**src/hdl/mrc_map.vh**
```
// Register map, field positions and codes of the measurement run control.
`ifndef MRC_MAP_VH
`define MRC_MAP_VH
`define MRC_ADR_CTRL     3'h0
`define MRC_ADR_CMD      3'h1
`define MRC_ADR_STATUS   3'h2
`define MRC_ADR_ERROR    3'h3
`define MRC_ADR_COUNT    3'h4
`define MRC_ADR_STATCNT  3'h5
`define MRC_ADR_PASSCNT  3'h6
`define MRC_ADR_FAILCNT  3'h7
`define MRC_CTRL_W       14
`define MRC_CTRL_MASK    14'h377e
`define MRC_CTRL_RST     14'h0000
`define MRC_B_CONT       0
`define MRC_B_STOPFAIL   1
`define MRC_B_ABC        2
`define MRC_B_STATEN     3
`define MRC_B_LIMEN      4
`define MRC_B_SELFCLR    5
`define MRC_B_SELFTRIG   6
`define MRC_FN_LO        8
`define MRC_FN_HI        10
`define MRC_GA_LO        12
`define MRC_GA_HI        13
`define MRC_C_CONT_ON    0
`define MRC_C_CONT_OFF   1
`define MRC_C_SINGLE     2
`define MRC_C_CANCEL     3
`define MRC_C_STDRST     4
`define MRC_S_RUN        2
`define MRC_S_BLOCK      3
`define MRC_S_STATCOMP   8
`define MRC_FN_SPECIAL   3'h4
`define MRC_GA_SINGLE    2'h0
`define MRC_GA_CANCEL    2'h1
`define MRC_GA_CONT      2'h2
`define MRC_ERR_INIT     16'hff2b
`define MRC_ERR_TRIG     16'hff2e
`define MRC_CNT_W        16
`define MRC_COUNT_RST    16'h0001
`endif

```
**src/hdl/mrc_cnt.v**
```verilog
// Event counter with synchronous clear, used for run statistics.
module mrc_cnt #(
	parameter W = 16
) (
	// System
	input  wire         clk_i,
	input  wire         rst_i,
	// Control
	input  wire         clr_i,
	input  wire         inc_i,
	// Count
	output reg  [W-1:0] count_o
);
	// An event in the clearing cycle is kept as the first count.
	always @(posedge clk_i)
	begin
		if (rst_i || clr_i)
			count_o <= {{(W-1){1'b0}}, inc_i & ~rst_i};
		else if (inc_i)
			count_o <= count_o + {{(W-1){1'b0}}, 1'b1};
	end
endmodule // mrc_cnt

```
**src/hdl/mrc_wbif.v**
```verilog
// Classic Wishbone handshake: one wait state, then a single-cycle ack.
module mrc_wbif (
	// System
	input  wire clk_i,
	input  wire rst_i,
	// Bus request
	input  wire cyc_i,
	input  wire stb_i,
	input  wire we_i,
	// Handshake
	output reg  ack_o,
	output wire wr_o,
	output wire rd_o
);
	// Ack drops the cycle after it was given, so each request acks once.
	always @(posedge clk_i)
	begin
		if (rst_i)
			ack_o <= 1'b0;
		else
			ack_o <= cyc_i & stb_i & ~ack_o;
	end

	// Writes land on the edge at which the master samples ack.
	assign wr_o = cyc_i & stb_i & we_i & ack_o;
	assign rd_o = cyc_i & stb_i & ~we_i & ~ack_o;
endmodule // mrc_wbif

```
**src/hdl/mrc_top.v**
```verilog
// Measurement run control with its Wishbone register file.
//
// Added by the designer: the placing of the registers and register access over Wishbone.
`include "mrc_map.vh"
module mrc_top (
	// System
	input  wire        clk_i,
	input  wire        rst_i,
	// Wishbone slave
	input  wire        wb_cyc_i,
	input  wire        wb_stb_i,
	input  wire        wb_we_i,
	input  wire [4:0]  wb_adr_i,
	input  wire [3:0]  wb_sel_i,
	input  wire [31:0] wb_dat_i,
	output reg  [31:0] wb_dat_o,
	output wire        wb_ack_o,
	// Instrument bus trigger
	input  wire        get_i,
	input  wire        listen_i,
	// Measurement engine
	input  wire        meas_done_i,
	input  wire        limit_fail_i,
	input  wire        limit_pass_i,
	output reg         meas_start_o,
	output reg         meas_cancel_o,
	output reg         auto_trigger_o,
	output reg         stats_clear_o,
	output reg         limit_clear_o,
	// Status
	output reg         limit_detect_o,
	output reg         limit_annunciator_o,
	output reg         pending_op_o,
	output reg         err_o
);
	localparam ST_IDLE = 1'b0;
	localparam ST_RUN  = 1'b1;

	reg                    state;
	reg                    cont;
	reg                    block_mode;
	reg                    stat_comp;
	reg [`MRC_CTRL_W-1:0]  cfg;
	reg [`MRC_CNT_W-1:0]   repeat_count;
	reg [`MRC_CNT_W-1:0]   left;
	reg [15:0]             err_code;

	wire                   wr;
	wire                   rd;
	wire [2:0]             adr;
	wire [31:0]            lane;
	wire [`MRC_CNT_W-1:0]  stat_cnt;
	wire [`MRC_CNT_W-1:0]  pass_cnt;
	wire [`MRC_CNT_W-1:0]  fail_cnt;

	reg                    cmd_on;
	reg                    cmd_off;
	reg                    cmd_single;
	reg                    cmd_cancel;
	reg                    cmd_rst;
	reg                    next_fail;

	wire                   self_clr;
	wire                   self_trig;
	wire                   want_block;
	wire [2:0]             func;
	wire [1:0]             gaction;
	wire                   get_hit;

	assign adr       = wb_adr_i[4:2];
	assign lane      = {{8{wb_sel_i[3]}}, {8{wb_sel_i[2]}},
	                    {8{wb_sel_i[1]}}, {8{wb_sel_i[0]}}};
	assign self_clr  = cfg[`MRC_B_SELFCLR];
	assign self_trig = cfg[`MRC_B_SELFTRIG];
	assign func      = cfg[`MRC_FN_HI:`MRC_FN_LO];
	assign gaction   = cfg[`MRC_GA_HI:`MRC_GA_LO];
	assign get_hit   = get_i & listen_i;
	// Block decision
	assign want_block = cfg[`MRC_B_ABC] & cfg[`MRC_B_STATEN] &
	                    (func < `MRC_FN_SPECIAL);

	mrc_wbif u_wbif (
		.clk_i (clk_i),
		.rst_i (rst_i),
		.cyc_i (wb_cyc_i),
		.stb_i (wb_stb_i),
		.we_i  (wb_we_i),
		.ack_o (wb_ack_o),
		.wr_o  (wr),
		.rd_o  (rd)
	);

	// Command decode; a group trigger acts like the configured command.
	always @*
	begin
		cmd_on     = 1'b0;
		cmd_off    = 1'b0;
		cmd_single = 1'b0;
		cmd_cancel = 1'b0;
		cmd_rst    = 1'b0;
		if (wr && adr == `MRC_ADR_CMD && wb_sel_i[0])
		begin
			cmd_on     = wb_dat_i[`MRC_C_CONT_ON];
			cmd_off    = wb_dat_i[`MRC_C_CONT_OFF];
			cmd_single = wb_dat_i[`MRC_C_SINGLE];
			cmd_cancel = wb_dat_i[`MRC_C_CANCEL];
			cmd_rst    = wb_dat_i[`MRC_C_STDRST];
		end
		if (get_hit)
		begin
			case (gaction)
			`MRC_GA_SINGLE: cmd_single = 1'b1;
			`MRC_GA_CANCEL: cmd_cancel = 1'b1;
			`MRC_GA_CONT:   cmd_on = 1'b1;
			default:        cmd_single = cmd_single;
			endcase
		end
	end

	always @(posedge clk_i)
	begin
		if (rst_i)
		begin
			state          <= ST_IDLE;
			cont           <= 1'b1;
			block_mode     <= 1'b0;
			stat_comp      <= 1'b0;
			cfg            <= `MRC_CTRL_RST;
			repeat_count   <= `MRC_COUNT_RST;
			left           <= {`MRC_CNT_W{1'b0}};
			err_code       <= 16'h0000;
			meas_start_o   <= 1'b0;
			meas_cancel_o  <= 1'b0;
			auto_trigger_o <= 1'b0;
			stats_clear_o  <= 1'b0;
			limit_clear_o  <= 1'b0;
			pending_op_o   <= 1'b0;
			err_o          <= 1'b0;
		end
		else
		begin
			meas_start_o   <= 1'b0;
			meas_cancel_o  <= 1'b0;
			auto_trigger_o <= 1'b0;
			stats_clear_o  <= 1'b0;
			limit_clear_o  <= 1'b0;
			err_o          <= 1'b0;

			if (wr && adr == `MRC_ADR_CTRL)
				cfg <= (cfg & ~(lane[`MRC_CTRL_W-1:0] & `MRC_CTRL_MASK)) |
				       (wb_dat_i[`MRC_CTRL_W-1:0] &
				        lane[`MRC_CTRL_W-1:0] & `MRC_CTRL_MASK);
			if (wr && adr == `MRC_ADR_COUNT)
				repeat_count <= (repeat_count & ~lane[`MRC_CNT_W-1:0]) |
				                (wb_dat_i[`MRC_CNT_W-1:0] &
				                 lane[`MRC_CNT_W-1:0]);
			if (wr && adr == `MRC_ADR_ERROR)
				err_code <= 16'h0000;

			case (state)
			ST_IDLE:
			begin
				if (cmd_rst)
				begin
					cont <= 1'b0;
					cfg[`MRC_B_STOPFAIL] <= 1'b0;
				end
				else if (cmd_single && cont)
				begin
					err_code <= `MRC_ERR_INIT;
					err_o    <= 1'b1;
				end
				else if (cmd_single)
				begin
					state        <= ST_RUN;
					block_mode   <= want_block;
					left         <= want_block ? repeat_count :
					                {{(`MRC_CNT_W-1){1'b0}}, 1'b1};
					meas_start_o <= 1'b1;
					pending_op_o <= 1'b1;
					auto_trigger_o <= self_trig;
					limit_clear_o  <= self_clr;
					stats_clear_o  <= cfg[`MRC_B_ABC] & cfg[`MRC_B_STATEN];
					stat_comp      <= cfg[`MRC_B_STATEN];
				end
				else if (cmd_on || cont)
				begin
					// start at once; restart after cancel
					cont         <= ~cmd_off;
					state        <= ST_RUN;
					block_mode   <= 1'b0;
					left         <= {{(`MRC_CNT_W-1){1'b0}}, 1'b1};
					meas_start_o <= 1'b1;
					pending_op_o <= 1'b1;
					auto_trigger_o <= self_trig;
					stats_clear_o  <= cmd_on;
					limit_clear_o  <= cmd_on & self_clr;
					stat_comp      <= ~cmd_on & stat_comp;
				end
				else if (cmd_off)
					cont <= 1'b0;
			end
			ST_RUN:
			begin
				if (cmd_cancel || cmd_rst)
				begin
					meas_cancel_o <= 1'b1;
					state         <= ST_IDLE;
					pending_op_o  <= 1'b0;
					stat_comp     <= 1'b0;
					if (cmd_rst)
					begin
						cont <= 1'b0;
						cfg[`MRC_B_STOPFAIL] <= 1'b0;
					end
				end
				else
				begin
					// A refused command must not swallow a completion.
					if (!cont && (cmd_on || cmd_off || cmd_single))
					begin
						err_code <= cmd_off ? `MRC_ERR_TRIG :
						            `MRC_ERR_INIT;
						err_o    <= 1'b1;
					end
					else if (cmd_single)
					begin
						err_code <= `MRC_ERR_INIT;
						err_o    <= 1'b1;
					end
					if (cont && cmd_on)
					begin
						stats_clear_o <= 1'b1;
						stat_comp     <= 1'b0;
						limit_clear_o <= self_clr;
						auto_trigger_o <= self_trig;
					end
					if (meas_done_i)
					begin
						if (cont && !cmd_off && !(cfg[`MRC_B_STOPFAIL] &&
						    cfg[`MRC_B_LIMEN] && limit_fail_i))
						begin
							meas_start_o   <= 1'b1;
							auto_trigger_o <= self_trig;
						end
						else if (block_mode && left > 16'h0001)
						begin
							left         <= left - 16'h0001;
							meas_start_o <= 1'b1;
						end
						else
						begin
							state        <= ST_IDLE;
							pending_op_o <= 1'b0;
							stat_comp    <= 1'b0;
						end
					end
					if (cmd_off)
						cont <= 1'b0;
				end
				if (cont && cfg[`MRC_B_STOPFAIL] && cfg[`MRC_B_LIMEN] &&
				    limit_fail_i)
					cont <= 1'b0;
			end
			default:
				state <= ST_IDLE;
			endcase
		end
	end

	// Limit fail flag: a failure in the clearing cycle wins.
	always @*
	begin
		next_fail = limit_detect_o;
		if (limit_clear_o)
			next_fail = 1'b0;
		if (limit_fail_i && cfg[`MRC_B_LIMEN])
			next_fail = 1'b1;
	end

	always @(posedge clk_i)
	begin
		if (rst_i)
		begin
			limit_detect_o      <= 1'b0;
			limit_annunciator_o <= 1'b0;
		end
		else
		begin
			limit_detect_o      <= next_fail;
			limit_annunciator_o <= next_fail;
		end
	end

	mrc_cnt #(.W(`MRC_CNT_W)) u_stat (
		.clk_i   (clk_i),
		.rst_i   (rst_i),
		.clr_i   (stats_clear_o),
		.inc_i   (meas_done_i & state & cfg[`MRC_B_STATEN]),
		.count_o (stat_cnt)
	);

	mrc_cnt #(.W(`MRC_CNT_W)) u_pass (
		.clk_i   (clk_i),
		.rst_i   (rst_i),
		.clr_i   (limit_clear_o),
		.inc_i   (limit_pass_i & cfg[`MRC_B_LIMEN]),
		.count_o (pass_cnt)
	);

	mrc_cnt #(.W(`MRC_CNT_W)) u_fail (
		.clk_i   (clk_i),
		.rst_i   (rst_i),
		.clr_i   (limit_clear_o),
		.inc_i   (limit_fail_i & cfg[`MRC_B_LIMEN]),
		.count_o (fail_cnt)
	);

	// Read data is latched in the request cycle and held through ack.
	always @(posedge clk_i)
	begin
		if (rst_i)
			wb_dat_o <= 32'h00000000;
		else if (rd)
		begin
			case (adr)
			`MRC_ADR_CTRL:
				wb_dat_o <= {18'h00000, cfg[`MRC_CTRL_W-1:1], cont};
			`MRC_ADR_STATUS:
				wb_dat_o <= {23'h000000, stat_comp, 3'h0, limit_detect_o,
				             block_mode, state, pending_op_o, cont};
			`MRC_ADR_ERROR:
				wb_dat_o <= {16'h0000, err_code};
			`MRC_ADR_COUNT:
				wb_dat_o <= {16'h0000, repeat_count};
			`MRC_ADR_STATCNT:
				wb_dat_o <= {16'h0000, stat_cnt};
			`MRC_ADR_PASSCNT:
				wb_dat_o <= {16'h0000, pass_cnt};
			`MRC_ADR_FAILCNT:
				wb_dat_o <= {16'h0000, fail_cnt};
			default:
				wb_dat_o <= 32'h00000000;
			endcase
		end
	end
endmodule // mrc_top

```
**config.mk**
```make
export PLATFORM = sky130hd
export DESIGN_NAME = mrc_top
export DESIGN_NICKNAME = d
export VERILOG_FILES = /design/src/hdl/mrc_cnt.v /design/src/hdl/mrc_wbif.v /design/src/hdl/mrc_top.v
export VERILOG_INCLUDE_DIRS = /design/src /design/src/hdl
export SDC_FILE = /design/constraint.sdc
export NUM_CORES = 1
export LEC_CHECK = 0
export ABC_AREA = 1
export BUFFER_PORTS_ARGS = -buffer_cell sky130_fd_sc_hd__buf_2
export CAP_MARGIN = 20
export CORE_AREA = 4 4 136 138
export CTS_BUF_LIST = sky130_fd_sc_hd__clkbuf_2 sky130_fd_sc_hd__clkbuf_4 sky130_fd_sc_hd__clkbuf_8
export CTS_CLUSTER_SIZE = 20
export DETAILED_ROUTE_END_ITERATION = 7
export DIE_AREA = 0 0 140 142
export GPL_TIMING_DRIVEN = 1
export SYNTH_ARGS = -nofsm -noshare
export SYNTH_HDL_FRONTEND = slang
export SYNTH_SLANG_ARGS = --single-unit
```
**constraint.sdc**
```tcl
create_clock -name clk_i -period 2.2 [get_ports clk_i]
set_input_delay 0.44 -clock clk_i [delete_from_list [all_inputs] [get_ports clk_i]]
set_output_delay 0.44 -clock clk_i [all_outputs]
set_load 0.05 [all_outputs]
```
# Word-level counts from Yosys, hierarchy flattened

Cells that the tools add are included.

Add/sub/neg operators: 4
$mul: 0
Div/mod/pow operators: 0
Magnitude comparators: 2
Eq/ne operators: 22
Shift operators: 0
Multiplexer cells: 114
Bitwise logic cells: 34
Reduce and logical (&&, ||, !) cells: 39

Operators with widths:

| kind                    | number |
|---|---|
| $mux W16                | 15 |
| $pmux W16 S7            | 1 |
| $mux W1                 | 84 |
| $pmux W16 S2            | 2 |
| $add A16 B1 Y16 const B | 3 |
| $and A16 B16 Y16        | 2 |
| $and A14 B14 Y14        | 2 |
| $pmux W1 S2             | 10 |
| $and A1 B1 Y1           | 18 |
| $logic_and A1 B1 Y1     | 17 |
| $gt A16 B1 Y1 const B   | 1 |
| $not A16 Y16            | 1 |
| $or A16 B16 Y16         | 1 |
| $sub A16 B1 Y16 const B | 1 |
| $ne A3 B3 Y1 const B    | 5 |
| $not A14 Y14            | 1 |
| $or A14 B14 Y14         | 1 |
| $eq A3 B3 Y1 const B    | 4 |
| $ne A2 B2 Y1 const B    | 5 |
| $reduce_bool A2 Y1      | 5 |
| $not A1 Y1              | 8 |
| $reduce_and A7 Y1       | 1 |
| $eq A3 B2 Y1 const B    | 2 |
| $logic_or A1 B1 Y1      | 6 |
| other kinds (16)        | 19 |

Register bits: 155
Latch bits: 0
Memory bits (writable): 0
Memory bits (read-only): 0
Output and inout port bits: 42
Word-level logic and storage cells: 240
Memories kept: 0

# Logic depth before layout (Yosys ltp)

Depth in word-level cells: 15
Gate-level depth with buffers: 12
Depth with buffers taken out: 12

# By module

A second synthesis with hierarchy kept.

Cell total of the unflattened synthesis: 1056
Area, all modules: 7305.8 µm²

Modules (own cells, without submodules):

| module   | instances | cells an instance | area an instance (µm²) | sequential area each (µm²) |
|---|---|---|---|---|
| mrc_top  | 1         | 702               | 4697.0                 | 1741.7 |
| mrc_cnt  | 3         | 116               | 855.8                  | 330.3 |
| mrc_wbif | 1         | 6                 | 41.3                   | 20.0 |

# Worst setup path after synthesis

OpenSTA, ideal clock, no wires.

Path kind: register -> register
Start point: register u_wbif.ack_o
End point: register left[0]
Library setup time: 0.115 ns
Arrival time: 1.807 ns
Path slack: 0.278 ns
Cell stages (with the launch flop): 11
Buffers on the path: 1
Period minus slack after synthesis: 1.922 ns
Path through: dfxtp_1 nand2_1 nor2_4 nand3_2 nand2_2 inv_2 nor2_1 nand2_2 buf_4 a21oi_1 nor2_1

Word-level cells in the longest chain between the ends: 10
Elaborated cells on any way between the ends: 30
Those cells by class: eq/ne (5); mux (15); bitwise (1); reduce/logical (9)

RTL lines:

| what                            | line          | text |
|---|---|---|
| from (decl)                     | mrc_wbif.v:11 | `output reg ack_o,` |
| from (signal assigned)          | mrc_wbif.v:21 | `ack_o <= cyc_i & stb_i & ~ack_o;` |
| $and A1 B1 Y1 *                 | mrc_wbif.v:25 | `assign wr_o = cyc_i & stb_i & we_i & ack_o;` |
| $logic_and A1 B1 Y1 (no line) * | --            |  |
| $logic_and A1 B1 Y1 *           | mrc_top.v:101 | `` if (wr && adr == `MRC_ADR_CMD && wb_sel_i[0]) `` |
| $mux W1                         | mrc_top.v:101 |  |
| $mux W1                         | mrc_top.v:111 | `case (gaction)` |
| $mux W1                         | mrc_top.v:109 | `if (get_hit)` |
| $mux W16                        | mrc_top.v:173 | `else if (cmd_single)` |
| $mux W16                        | mrc_top.v:168 | `else if (cmd_single && cont)` |
| $mux W16                        | mrc_top.v:163 | `if (cmd_rst)` |
| $pmux W16 S2                    | mrc_top.v:160 | `case (state)` |
| to (signal assigned)            | mrc_top.v:177 | `left <= want_block ? repeat_count :` |
| to (signal assigned)            | mrc_top.v:192 | `` left <= {{(`MRC_CNT_W-1){1'b0}}, 1'b1}; `` |
| to (signal assigned)            | mrc_top.v:248 | `left <= left - 16'h0001;` |
| to (decl)                       | mrc_top.v:45  | `` reg [`MRC_CNT_W-1:0] left; `` |

Mark *: on every way between the ends. The rest lies on a longest branch, timed or not. The select of a mux whose other input is x is not followed.
A chain may end at the register's enable or synchronous reset.

# Final worst setup path

Start point: register left[0]
End point: register left[12]

Word-level cells in the longest chain between the ends: 6
Elaborated cells on any way between the ends: 10
Those cells by class: add/sub (1); order compare (1); eq/ne (1); mux (5); reduce/logical (2)

RTL lines:

| what                   | line          | text |
|---|---|---|
| from (signal assigned) | mrc_top.v:130 | `` left <= {`MRC_CNT_W{1'b0}}; `` |
| from (signal assigned) | mrc_top.v:177 |  |
| from (signal assigned) | mrc_top.v:192 |  |
| $sub A16 B1 Y16        | mrc_top.v:248 |  |
| $mux W16               | mrc_top.v:246 | `else if (block_mode && left > 16'h0001)` |
| $mux W16               | mrc_top.v:240 | `` if (cont && !cmd_off && !(cfg[`MRC_B_STOPFAIL] && `` |
| $mux W16               | mrc_top.v:238 | `if (meas_done_i)` |
| $mux W16               | mrc_top.v:205 | `if (cmd_cancel \|\| cmd_rst)` |
| $pmux W16 S2           | mrc_top.v:160 |  |

Several ways; a longest one is shown, not always the timed one. The select of a mux whose other input is x is not followed.

==> key figures <==
STA
  • Setup slack after layout: between 0.15 and 0.2 ns
  • RSZ-0062 raised after global routing: no
  • Fin crit period: about 2 ns
  • Endpoints failing hold: 0
  • Slew headroom: 64.6%
  • Final critical-path share of the clock period: 91.3%
  • Clock Skew: 0.0144 ns
  • Final setup fails: 0
  • Final Max Tran Viols: 0
  • Accumulated negative setup slack: 0 ns
  • Tightest Pin Transition: between 0.5 and 0.6 ns
  • Max Freq: about 0.50 GHz

Yosys
  • Synth cell types: 47
  • Syn_area_per_cell: between 6 and 7 sq um
  • Yosys top cell area share: between 30% and 40%
  • Cell Area, Synth: 7000 sq um
  • Number of enable flip-flop cells after synthesis: 3
  • Ys flop type: dfxtp_1
  • Cells after Synth: a little over 1000
  • Synth area leader: dfxtp_1
  • Yosys warns: 0
  • Synth Register Bits: 136
  • Synth async-reset ratio: 0%
  • Sequential area share after synthesis: 39.3%
  • Top cells by area, synth: dfxtp_1 (38%), nand2_1 (11%), nor2_1 (7.6%)

Route
  • DRT antenna net count: 0
  • First-pass DRT Iterations: 5
  • Post-Route WL: around 21 mm
  • First-iteration detailed-routing DRC count: 516
  • DRC Markers: 0
  • Via count: 6769
  • DR vias/cell: approximately 5
  • Routed len/inst: 15.6 microns

GRT
  • Number of global-route vias before repair: 5976
  • Tot GR Track Use: 20.8%
  • Largest net degree at the start of global routing: about 60
  • Antenna violations before repair: 0
  • First-pass GRT wire length: ~33 mm
  • GRT overflow: 0

Floorplan
  • Starting density of the core: between 40% and 50%
  • DIE AREA: between 15000 and 20000 sq um
  • Die Span Y: 142 microns
  • Row cnt: 48
  • Ports: 93
  • Die width: 140 microns
  • Core ar.: 17200 sq um

Power
  • Psw: 1.80 mW
  • Net Sw Frac: 30.6%
  • Pwr dens: 734 nW/um^2
  • Max VDD drop: 0.000407 V
  • Sequential power share: 45.3%
  • Combinational power share: 18.6%
  • Clock power share: between 30% and 40%
  • Internal: between 4 and 5 mW
  • Leak: 3.33 nW

Cells and area
  • Share of cells above drive strength 1: 14.6%
  • Fill count: 1813
  • Layout net count: 1149
  • Multi-input combinational cell area: 3580 sq um
  • ANT cells: 0
  • Design area: 7990 sq um
  • Layout area overhead: 14.2%
  • Register Area: roughly 2800 sq um

Placement
  • Dpl ws: 0.0640 ns
  • Dpl hpwl: 15.8 mm
  • Placed inst area: about 7600 sq um
  • IO buf count: 56
  • Routability cong.: 0.880

Clocking
  • Clock tree buffer depth: 2
  • Post-cts hold buffer count: 0
  • CTS tree: yes
  • Clk slew on worst S/H paths: 0.08 ns
  • Root cell of the clock tree: clkbuf_8
  • Post-CTS Setup Inserts: 0
  • CTS H-Tree Depth: 4
  • CTS Sinks: approximately 140
  • Num CTS Buffers: 17
  • Clk_lat worst skew: approximately 0.45 ns

Critical path
  • Critical path class: register to register
  • CP top delay family: simple AND/OR/NAND/NOR gates
  • Flop2flop setup slack: between 0.15 and 0.2 ns
  • Arrival @ worst endpoint: 2.35 ns
  • Largest stage delay, worst path: 0.37 ns
  • Slowest cell on crit path: dfxtp_1
  • RR Startpoint: left[0]$_SDFFE_PP0P_
  • CP required: ~2.5 ns
  • Worst Setup End Kind: register
  • Crit Reg-Reg Endpoint: left[12]$_SDFFE_PP0P_
  • Highest fanout seen on the critical path: 19
  • Crit path cell chain: inv_1 -> ha_1 -> nand2_1 -> nor2_2 -> nand2_1 -> nand3_1 -> nor2_1 -> nand2_2 -> buf_12 -> a21oi_1 -> nor2_1
  • Reg2reg path depth: 11
  • Startpoint types: register
  • CP Buf/Inv Count: 2

Hold path
  • Hold path depth: 3
  • Hold wc startpoint: wb_dat_i[11]
  • Min-delay worst type: primary input to register

Status
  • Status: finished clean

Run
  • Max-cap viol count: 0
power groups by stage:
stage	sequential, mW	clock [mW]	combinational [mW]
6_report	2.66	2.12	1.09
3_3_place_gp	2.71	0	1.07
4_1_cts	2.66	2.15	1.08
3_5_place_dp	2.72	0	1.07
5_1_grt	2.68	2.28	1.24
2_1_floorplan	2.72	0	0.803
worst max path at each step:
stage | from | endpoint | cells after the start
after floorplan | u_wbif.ack_o$_SDFF_PP0_ | left[0]$_SDFFE_PP0P_ | 10
after global placement | wb_cyc_i | err_code[1]$_SDFF_PP0_ | 10
after detailed placement | wb_adr_i[4] | err_code[1]$_SDFF_PP0_ | 12
after CTS | left[0]$_SDFFE_PP0P_ | left[6]$_SDFFE_PP0P_ | 12
after global routing | left[0]$_SDFFE_PP0P_ | left[12]$_SDFFE_PP0P_ | 11
final | left[0]$_SDFFE_PP0P_ | left[12]$_SDFFE_PP0P_ | 11
layout by cell type (no fill, tap or decap), types with 8 or more instances in the layout:
cell type	n
nand3_1	58
o22ai_1	16
buf_2	56
nand4_1	15
buf_4	25
nor3_1	25
a21oi_1	79
o31ai_1	8
clkbuf_8	20
nor2_1	140
xor2_1	9
dfxtp_1	133
conb_1	16
inv_2	8
nand2_1	201
inv_1	111
o21ai_0	87
nand2_2	15
per-stage QoR:
stage          std cells  util, %  hold WS, ns  total power, mW
2_1_floorplan       1036        -        0.418             3.53
3_3_place_gp        1299     44.2        0.443             3.78
3_5_place_dp        1299     44.2        0.445             3.79
4_1_cts             1330     46.5        0.200             5.89
5_1_grt             1330     46.5        0.201             6.20
6_report            1330     46.5        0.218             5.86
layout make-up:
type | count | area share (%)
Inverter | 121 | 5.68
Multi-Input combinational cell | 733 | 44.8
Clock buffer | 24 | 3.82
Timing Repair Buffer | 84 | 6.61
Sequential cell | 136 | 34.4
Tap cell | 225 | 3.52
Clock inverter | 7 | 1.16
what timing repair did:
item,4_1_cts,5_1_grt
gates resized for setup,0,2
setup endpoints to repair,0,7
endpoints found under the hold margin,0,0
worst min-delay path: stages:
cell,delay (ns)
buf_2,0.07
nor2_1,0.04
nor2_1,0.08
Yosys cell counts, types with 9 or more instances:
library cell,instances
nand2_2,16
o22ai_1,16
nor2_1,141
inv_1,111
nand3_1,58
o21ai_0,87
a21oi_1,79
dfxtp_1,133
nand2_1,201
nor3_1,26
clkbuf_1,18
nand4_1,15
xor2_1,9
buf_4,20
cells by family after synthesis:
family	Yosys count	share of synthesized area, %
buffers and inverters	167	10.5
XOR/XNOR	10	1.25
AO/OA/AOI/OAI	220	17.7
AND/OR/NAND/NOR	482	30.3
adder cells (fa/ha/maj)	5	0.894
other	1	0.0536
flip-flops	136	39.3
per-layer routing:
metal / vias up / part of all wire (%) / global-route usage [%]
li1: 3480 / - / -
met1: 3073 / 49 / 30.2
met2: 194 / 44 / 31.9
met3: 22 / 6.1 / 4.37
met4: 0 / 1.0 / 4.84
met5: - / 0 / 0
Power figures use the tool's default switching activity.
